### config.mk
export PLATFORM = sky130hd
export DESIGN_NAME = ssr_serial_readout
export DESIGN_NICKNAME = d
export VERILOG_FILES = /design/src/include/ssr_pkg.sv /design/src/include/ssr_stream_if.sv /design/src/rtl/ssr_serial_readout.sv /design/src/rtl/ssr_pair_buffer.sv
export SDC_FILE = /design/constraint.sdc
export NUM_CORES = 1
export LEC_CHECK = 0
export BUFFER_PORTS_ARGS = -buffer_cell sky130_fd_sc_hd__buf_2
export CELL_PAD_IN_SITES_DETAIL_PLACEMENT = 2
export CELL_PAD_IN_SITES_GLOBAL_PLACEMENT = 2
export CORE_AREA = 4 4 92 129
export CTS_CLUSTER_SIZE = 8
export DETAILED_ROUTE_END_ITERATION = 10
export DIE_AREA = 0 0 96 133
export GPL_TIMING_DRIVEN = 1
export HOLD_SLACK_MARGIN = 0.12
export PLACE_DENSITY_LB_ADDON = 0.1
export SYNTH_ARGS = -nofsm -noshare
export SYNTH_HDL_FRONTEND = slang
export SYNTH_SLANG_ARGS = --single-unit
### constraint.sdc
create_clock -name clk -period 4.1 [get_ports clk]
set_input_delay 0.205 -clock clk [delete_from_list [all_inputs] [get_ports clk]]
set_output_delay 0.205 -clock clk [all_outputs]
set_load 0.005 [all_outputs]
### src/include/ssr_pkg.sv
// Shared constants and types for the serial result readout block.
package ssr_pkg;
    // ------------------------------------------------------------------
    // Result format
    // ------------------------------------------------------------------
    localparam int          RES_BITS    = 12;
    localparam logic [11:0] TWOS_FLIP   = 12'h800;
    localparam logic [11:0] CODE_RESET  = 12'h000;

    // ------------------------------------------------------------------
    // Clock counts after the strobe falls
    // ------------------------------------------------------------------
    localparam logic [4:0]  CNT_ZERO    = 5'h00;
    localparam logic [4:0]  CNT_STEP    = 5'h01;
    localparam logic [4:0]  CNT_NULL    = 5'h01;
    localparam logic [4:0]  CNT_LAST    = 5'h0D;
    localparam logic [4:0]  CNT_LSB_END = 5'h18;

    // ------------------------------------------------------------------
    // Sequencer states
    // ------------------------------------------------------------------
    typedef enum logic [3:0] {
        ST_IDLE = 4'h1,
        ST_CONVERT_STROBE = 4'h2,
        ST_PDWN = 4'h4,
        ST_LSBF = 4'h8
    } ssr_state_t;
endpackage

### src/include/ssr_stream_if.sv
// Valid and ready stream carrier between the sequencer and its buffer.
`timescale 1ns/10ps
interface ssr_stream_if #(parameter int WIDTH = 12);
    logic             valid;
    logic             ready;
    logic [WIDTH-1:0] data;
    modport src (output valid, output data, input ready);
    modport snk (input valid, input data, output ready);
endinterface

### src/rtl/ssr_serial_readout.sv
// Conversion sequencer and serial readout of the sampling converter.
`timescale 1ns/10ps
// Overview of operation
// - Strobe up before clock 12 ends, down in clock 13: enter LSB-first repeat.
// - In repeat mode the next 11 clocks resend the result, LSB first.
// - Repeat mode powers down in clock 13 until the strobe changes again.
// - Strobe up then down before clock 13 aborts the conversion at once.
// - Any strobe fall releases the data output to high impedance.
// - Results are 12-bit two's complement, 7FF top, 800 bottom.
// - A strobe fall puts the sample-and-hold into hold.
// - Strobe low throughout and at clock 13 start: power down until rise.
module ssr_serial_readout (
    input  wire logic        clk,
    input  wire logic        reset,
    input  wire logic        convertStrobe,
    input  wire logic        linkClk,
    input  wire logic [11:0] sampleOffsetBin,
    output logic             dataOut,
    output logic             dataOe,
    output logic             holdMode,
    output logic             powerDown,
    output logic             resultValid,
    output logic [11:0]      resultWord,
    input  wire logic        resultReady
);
    // ------------------------------------------------------------------
    // Synchronisers and edge detection
    // ------------------------------------------------------------------
    logic                strobeS1;
    logic                strobeS2;
    logic                strobeS3;
    logic                linkS1;
    logic                linkS2;
    logic                linkS3;
    logic [11:0]         sampS1;
    logic [11:0]         sampS2;
    logic                strobeFell;
    logic                strobeRose;
    logic                clkFall;

    always_ff @(posedge clk or posedge reset) begin
        if (reset) begin
            strobeS1 <= 1'b1;
            strobeS2 <= 1'b1;
            strobeS3 <= 1'b1;
            linkS1   <= 1'b1;
            linkS2   <= 1'b1;
            linkS3   <= 1'b1;
            sampS1   <= ssr_pkg::CODE_RESET;
            sampS2   <= ssr_pkg::CODE_RESET;
        end else begin
            strobeS1 <= convertStrobe;
            strobeS2 <= strobeS1;
            strobeS3 <= strobeS2;
            linkS1   <= linkClk;
            linkS2   <= linkS1;
            linkS3   <= linkS2;
            sampS1   <= sampleOffsetBin;
            sampS2   <= sampS1;
        end
    end

    assign strobeFell = strobeS3 & ~strobeS2;
    assign strobeRose = ~strobeS3 & strobeS2;
    assign clkFall    = linkS3 & ~linkS2;

    // ------------------------------------------------------------------
    // Helpers
    // ------------------------------------------------------------------
    function automatic logic ssrBitAt(input logic [11:0] code, input logic [4:0] pos);
        ssrBitAt = code[pos[3:0]];
    endfunction

    ssr_pkg::ssr_state_t state_r;
    logic [4:0]          clkCnt_r;
    logic [4:0]          cntNext;
    logic                roseSeen_r;
    logic [11:0]         code_r;
    logic                holdMode_r;
    logic                powerDown_r;
    logic                dataOut_r;
    logic                dataOe_r;
    logic                pushPend_r;
    logic [11:0]         pushWord_r;

    assign cntNext = clkCnt_r + ssr_pkg::CNT_STEP;

    // ------------------------------------------------------------------
    // Sequencer
    // ------------------------------------------------------------------
    always_ff @(posedge clk or posedge reset) begin
        if (reset) begin
            state_r    <= ssr_pkg::ST_IDLE;
            clkCnt_r   <= ssr_pkg::CNT_ZERO;
            roseSeen_r <= 1'b0;
        end else begin
            case (state_r)
                ssr_pkg::ST_IDLE: begin
                    if (strobeFell) begin
                        state_r    <= ssr_pkg::ST_CONVERT_STROBE;
                        clkCnt_r   <= ssr_pkg::CNT_ZERO;
                        roseSeen_r <= 1'b0;
                    end
                end
                ssr_pkg::ST_CONVERT_STROBE: begin
                    if (strobeFell && roseSeen_r) begin
                        if (clkCnt_r == ssr_pkg::CNT_LAST) begin
                            state_r <= ssr_pkg::ST_LSBF;
                        end else begin
                            state_r <= ssr_pkg::ST_IDLE;
                        end
                    end else begin
                        // A strobe rise must not swallow a clock fall seen in the same cycle.
                        if (strobeRose) begin
                            roseSeen_r <= 1'b1;
                        end
                        if (clkFall) begin
                            if (clkCnt_r == ssr_pkg::CNT_LAST) begin
                                // Strobe stayed high through clock 13: plain end, acquire again.
                                state_r <= ssr_pkg::ST_IDLE;
                            end else begin
                                clkCnt_r <= cntNext;
                                if (cntNext == ssr_pkg::CNT_LAST && !roseSeen_r
                                    && !strobeS2) begin
                                    state_r <= ssr_pkg::ST_PDWN;
                                end
                            end
                        end
                    end
                end
                ssr_pkg::ST_PDWN: begin
                    if (strobeRose) begin
                        state_r <= ssr_pkg::ST_IDLE;
                    end else if (clkFall && clkCnt_r != ssr_pkg::CNT_LSB_END) begin
                        clkCnt_r <= cntNext;
                    end
                end
                ssr_pkg::ST_LSBF: begin
                    if (strobeRose) begin
                        state_r <= ssr_pkg::ST_IDLE;
                    end else if (clkFall && clkCnt_r != ssr_pkg::CNT_LSB_END) begin
                        clkCnt_r <= cntNext;
                    end
                end
                default: begin
                    state_r <= ssr_pkg::ST_IDLE;
                end
            endcase
        end
    end

    // ------------------------------------------------------------------
    // Sample capture, hold and power-down
    // ------------------------------------------------------------------
    // The quantiser delivers offset binary; flipping the top bit gives two's complement.
    always_ff @(posedge clk or posedge reset) begin
        if (reset) begin
            code_r <= ssr_pkg::CODE_RESET;
        end else if (state_r == ssr_pkg::ST_IDLE && strobeFell) begin
            code_r <= sampS2 ^ ssr_pkg::TWOS_FLIP;
        end
    end

    always_ff @(posedge clk or posedge reset) begin
        if (reset) begin
            holdMode_r <= 1'b0;
        end else if (strobeFell) begin
            holdMode_r <= 1'b1;
        end else if (strobeRose) begin
            holdMode_r <= 1'b0;
        end
    end

    always_ff @(posedge clk or posedge reset) begin
        if (reset) begin
            powerDown_r <= 1'b0;
        end else if (strobeRose) begin
            powerDown_r <= 1'b0;
        end else if (state_r == ssr_pkg::ST_CONVERT_STROBE && strobeFell && roseSeen_r
                     && clkCnt_r == ssr_pkg::CNT_LAST) begin
            powerDown_r <= 1'b1;
        end else if (state_r == ssr_pkg::ST_CONVERT_STROBE && clkFall && !roseSeen_r && !strobeS2
                     && cntNext == ssr_pkg::CNT_LAST) begin
            powerDown_r <= 1'b1;
        end
    end

    // ------------------------------------------------------------------
    // Serial data output
    // ------------------------------------------------------------------
    // A strobe fall outranks a clock edge in the same cycle so the pin is freed at once.
    always_ff @(posedge clk or posedge reset) begin
        if (reset) begin
            dataOut_r <= 1'b0;
            dataOe_r  <= 1'b0;
        end else if (strobeFell) begin
            dataOe_r <= 1'b0;
        end else if (clkFall) begin
            if (state_r == ssr_pkg::ST_CONVERT_STROBE && clkCnt_r != ssr_pkg::CNT_LAST) begin
                dataOe_r <= 1'b1;
                if (cntNext == ssr_pkg::CNT_NULL) begin
                    dataOut_r <= 1'b0;
                end else begin
                    dataOut_r <= ssrBitAt(code_r, ssr_pkg::CNT_LAST - cntNext);
                end
            end else if (state_r == ssr_pkg::ST_LSBF && clkCnt_r != ssr_pkg::CNT_LSB_END) begin
                dataOe_r  <= 1'b1;
                dataOut_r <= ssrBitAt(code_r, cntNext - ssr_pkg::CNT_LAST);
            end else begin
                dataOe_r <= 1'b0;
            end
        end
    end

    // ------------------------------------------------------------------
    // Completed results into the buffer
    // ------------------------------------------------------------------
    ssr_stream_if #(.WIDTH(ssr_pkg::RES_BITS)) fillIf ();
    ssr_stream_if #(.WIDTH(ssr_pkg::RES_BITS)) drainIf ();

    // A new completion wins over the hand-off clear in the same cycle.
    always_ff @(posedge clk or posedge reset) begin
        if (reset) begin
            pushPend_r <= 1'b0;
            pushWord_r <= ssr_pkg::CODE_RESET;
        end else if (state_r == ssr_pkg::ST_CONVERT_STROBE && clkFall && !strobeFell
                     && cntNext == ssr_pkg::CNT_LAST) begin
            pushPend_r <= 1'b1;
            pushWord_r <= code_r;
        end else if (fillIf.ready) begin
            pushPend_r <= 1'b0;
        end
    end

    assign fillIf.valid  = pushPend_r;
    assign fillIf.data   = pushWord_r;
    assign drainIf.ready = resultReady;

    ssr_pair_buffer #(.WIDTH(ssr_pkg::RES_BITS)) resultBuf (
        .clk       (clk),
        .reset     (reset),
        .fillSide  (fillIf),
        .drainSide (drainIf)
    );

    assign dataOut     = dataOut_r;
    assign dataOe      = dataOe_r;
    assign holdMode    = holdMode_r;
    assign powerDown   = powerDown_r;
    assign resultValid = drainIf.valid;
    assign resultWord  = drainIf.data;
endmodule

### src/rtl/ssr_pair_buffer.sv
// Two-entry buffer with registered outputs for completed results.
`timescale 1ns/10ps
module ssr_pair_buffer #(
    parameter int WIDTH = 12
) (
    input  wire logic  clk,
    input  wire logic  reset,
    ssr_stream_if.snk  fillSide,
    ssr_stream_if.src  drainSide
);
    logic             outValid_r;
    logic [WIDTH-1:0] outData_r;
    logic             skidValid_r;
    logic [WIDTH-1:0] skidData_r;
    logic             push;

    // A full skid slot stalls the producer, so no word is ever dropped here.
    assign fillSide.ready  = ~skidValid_r;
    assign push            = fillSide.valid & ~skidValid_r;
    assign drainSide.valid = outValid_r;
    assign drainSide.data  = outData_r;

    always_ff @(posedge clk or posedge reset) begin
        if (reset) begin
            outValid_r  <= 1'b0;
            outData_r   <= '0;
            skidValid_r <= 1'b0;
            skidData_r  <= '0;
        end else if (!outValid_r || drainSide.ready) begin
            if (skidValid_r) begin
                outValid_r  <= 1'b1;
                outData_r   <= skidData_r;
                skidValid_r <= 1'b0;
            end else begin
                outValid_r <= push;
                outData_r  <= fillSide.data;
            end
        end else if (push) begin
            skidValid_r <= 1'b1;
            skidData_r  <= fillSide.data;
        end
    end
endmodule

==> impl_metrics.csv <==
group,metric,value,unit
status,status,"finished clean",
logic_synthesis,synth_cell_types,57,
clock_tree,cts_setup_buffers,0,
sta,rsz0062_at_grt,"no",
clock_tree,clock_sinks,95,
worst_hold_path,worstHoldStart,"sampS1[11]",
sta,period_share,0.694,
sta,clock.fmax,0.352,GHz
clock_tree,insertion_delay,0.34,ns
placement,dp_hpwl,6.70,mm
sta,worstMarginPinSlew,0.872,ns
sta,hold_viol,0,
logic_synthesis,syn_inst,330,
cells_and_area,seqCellArea,0.00239,mm2
cells_and_area,drive_gt1_frac,0.284,
logic_synthesis,synth-edff-count,0,
route,routed_via_density,5.18,
floorplan,chipHeight,133,um
critical_path,r2r-end,"dataOut",
logic_synthesis,synth_top_area_cell,"dfrtp_1",
worst_hold_path,hold_path_depth,0,
route,drt-total-wl,9.72,mm
sta,final-max-slew-violation-count,0,
placement,placed_cell_area,0.00445,mm2
logic_synthesis,synth_area,0.00420,mm2
placement,place.gp.congestion,0.854,
cells_and_area,multiInputGateArea,0.00167,mm2
sta,tns,0,ns
route,wl_per_cell,18.8,um
clock_tree,h-tree-depth,3,
logic_synthesis,synth-seq-cells,95,
route,drt_iter0_drc,104,
logic_synthesis,synth_top_area_share,0.524,
route,drc,0,
global_routing,grt_usage,0.171,
floorplan,rows,45,
logic_synthesis,synth_warnings,0,
clock_tree,cts_tree,"yes",
clock_tree,cts-root-buf,"clkbuf_16",
worst_hold_path,worst_hold_path.endpoint,"sampS2[11]",
logic_synthesis,avgSynthCellArea,12.7,um2
floorplan,core,0.0108,mm2
clock_tree,cts_buffers,9,
power_and_ir_drop,p_leak,2.25,nW
sta,setup_violations,0,
cells_and_area,diodes,0,
logic_synthesis,yosysSeqAreaShare,0.568,
clock_tree,clock_path_buffers,2,
power_and_ir_drop,peakVddDrop,0.000418,V
sta,skew,0.00960,ns
critical_path,end_kind,"flip-flop",
power_and_ir_drop,power.density,524,mW/mm2
global_routing,antenna_found_initial,0,
cells_and_area,final_cell_area,0.00489,mm2
floorplan,io_pins,34,
route,firstDrtPassIters,2,
logic_synthesis,synthTopCellsByArea,"dfrtp_1 (52%), mux2_2 (10%), mux2i_1 (4.5%)",
critical_path,reg2regPathDepth,8,
logic_synthesis,synth_fp_nets,357,
global_routing,grt_pass1_wl,16.5,mm
logic_synthesis,synthFlopType,"dfrtp_1",
global_routing,grt_pass1_vias,3113,
critical_path,regToRegSetupSlack,1.26,ns
clock_tree,clk_pin_slew_worst_paths,0.07,ns
critical_path,crit_required,4.34,ns
floorplan,die_w,96,um
route,vias,2685,
floorplan,die_area,0.0128,mm2
critical_path,r2r_start,"clkCnt_r[0]",
logic_synthesis,synthArstFlopShare,1.00,
worst_hold_path,hp-class,"reg -> reg",
placement,portBuffers,33,
critical_path,crit_path_start_kind,"flip-flop",
route,antenna_left,0,
global_routing,grt_max_degree,73,
cells_and_area,final_nets,399,
cells_and_area,syn_to_final_growth,16.4,%
critical_path,crit_arrival,3.09,ns
job,max-cap-violations,0,
floorplan,start_util,0.391,
global_routing,overflow,0,
critical_path,crit_fanout,13,
sta,min_period,2.84,ns
cells_and_area,n_fill_cell,1093,
sta,slew_headroom,0.419,
critical_path,crit_type,"reg -> reg",
==> what timing repair did <==
action	4_1_cts	5_1_grt
hold endpoints to repair	82	0
gates resized for setup	0	0
hold buffers	15	0
==> kinds of logic (layout without fill, tap and decap cells) <==
family | Yosys count | after routing | synth area share
DFF | 95 | 95 | 0.568
and+or+nand+nor | 82 | 82 | 0.114
AOI/OAI and AO/OA | 52 | 52 | 0.0857
xor gates and xnor gates | 3 | 3 | 0.00625
muxes | 60 | 60 | 0.161
buffers and inverters | 28 | 75 | 0.0354
adders and majority gates | 10 | 10 | 0.0298
==> sequential cells by signal, summed over array words and instances, names as in the netlist <==
| signal | flops |
|---|---|
| state_r | 4 |
| resultBuf.skidValid_r | 1 |
| roseSeen_r | 1 |
| resultBuf.skidData_r | 12 |
| resultBuf.drainSide.data | 12 |
| strobeS1 | 1 |
| strobeS3 | 1 |
| dataOut | 1 |
| resultBuf.drainSide.valid | 1 |
| strobeS2 | 1 |
| powerDown | 1 |
| dataOe | 1 |
| clkCnt_r | 5 |
| linkS1 | 1 |
| sampS2 | 12 |
| sampS1 | 12 |
| code_r | 12 |
| linkS3 | 1 |
| linkS2 | 1 |
| fillIf.data | 12 |
| fillIf.valid | 1 |
| holdMode | 1 |
==> layer usage <==
metal | track usage | vias up | wire, um
met5 | 0 | - | 0
met4 | 0.0585 | 0 | 185
met3 | 0.0336 | 15 | 216
met2 | 0.310 | 26 | 5590
met1 | 0.193 | 1386 | 3730
li1 | - | 1258 | -
==> report_power, final <==
part | switching [mW] | internal (mW) | leakage [nW]
clock | 0.355 | 0.462 | 0.149
sequential | 0.134 | 1.05 | 1.22
combinational | 0.280 | 0.282 | 0.888
==> per-stage QoR <==
step | util | power [mW] | worst slack, ns | instances | hold slack [ns]
floorplan | - | 1.59 | 1.43 | 330 | 0.209
global placement | 0.413 | 1.74 | 1.36 | 487 | 0.311
detailed placement | 0.413 | 1.76 | 1.26 | 487 | 0.312
CTS | 0.455 | 2.61 | 1.23 | 518 | 0.345
global route | 0.455 | 2.74 | 0.994 | 518 | 0.362
finish | 0.455 | 2.56 | 1.26 | 518 | 0.344
==> worst max-delay path by stage <==
stage                        endpoint  slack (ns)   startpoint  cells past startpoint
after floorplan           clkCnt_r[0]        1.43        reset                      1
final                         dataOut        1.26  clkCnt_r[0]                      8
after global placement        dataOut        1.36  clkCnt_r[0]                      8
after detailed placement      dataOut        1.26  clkCnt_r[0]                      8
after CTS                     dataOut        1.23  clkCnt_r[0]                      8
after global routing          dataOut        0.99  clkCnt_r[0]                      8
==> cells in the mapped netlist (3+ instances only) <==
cell      count
a211oi_1      3
a21o_1        4
a21oi_1       5
a221o_1       3
buf_2         5
buf_4         4
buf_6         3
clkbuf_1      5
dfrtp_1      88
dfstp_2       7
ha_1         10
inv_1         9
mux2_2       39
mux2i_1      19
nand2_1      29
nand2b_1      5
nand3_1       6
nand3b_1      4
nand4b_1      3
nor2_1       10
nor2b_1       4
o21ai_0      18
xnor2_1       3
==> critical path, stage by stage (launching register included) <==
cell	delay, ns
dfrtp_1	0.59
inv_1	0.17
ha_1	0.65
inv_1	0.09
ha_1	0.20
nor2b_1	0.14
o311ai_1	0.31
mux2_2	0.37
o311ai_1	0.21
==> cells in the final DEF, fill, tap and decap left out, types with 4 or more instances in the layout <==
| master | n |
|---|---|
| a21oi_1 | 5 |
| nand3_1 | 6 |
| clkbuf_16 | 9 |
| dlygate4sd3_1 | 15 |
| buf_2 | 33 |
| a21o_1 | 4 |
| nand2_1 | 29 |
| nand2b_1 | 5 |
| o21ai_0 | 18 |
| nor2b_1 | 4 |
| dfrtp_1 | 88 |
| nand3b_1 | 4 |
| dfstp_2 | 7 |
| mux2i_1 | 19 |
| mux2_2 | 39 |
| nor2_1 | 10 |
| inv_1 | 8 |
| ha_1 | 10 |
==> area by class of cell <==
cell class | count | share of cell area
clock buffer | 12 | 0.0545
clock inverter | 4 | 0.00563
inverter | 9 | 0.00742
multi-input combinational | 207 | 0.341
sequential | 95 | 0.488
tap | 141 | 0.0361
timing repair buffer | 50 | 0.0675
Power figures use the tool's default switching activity.
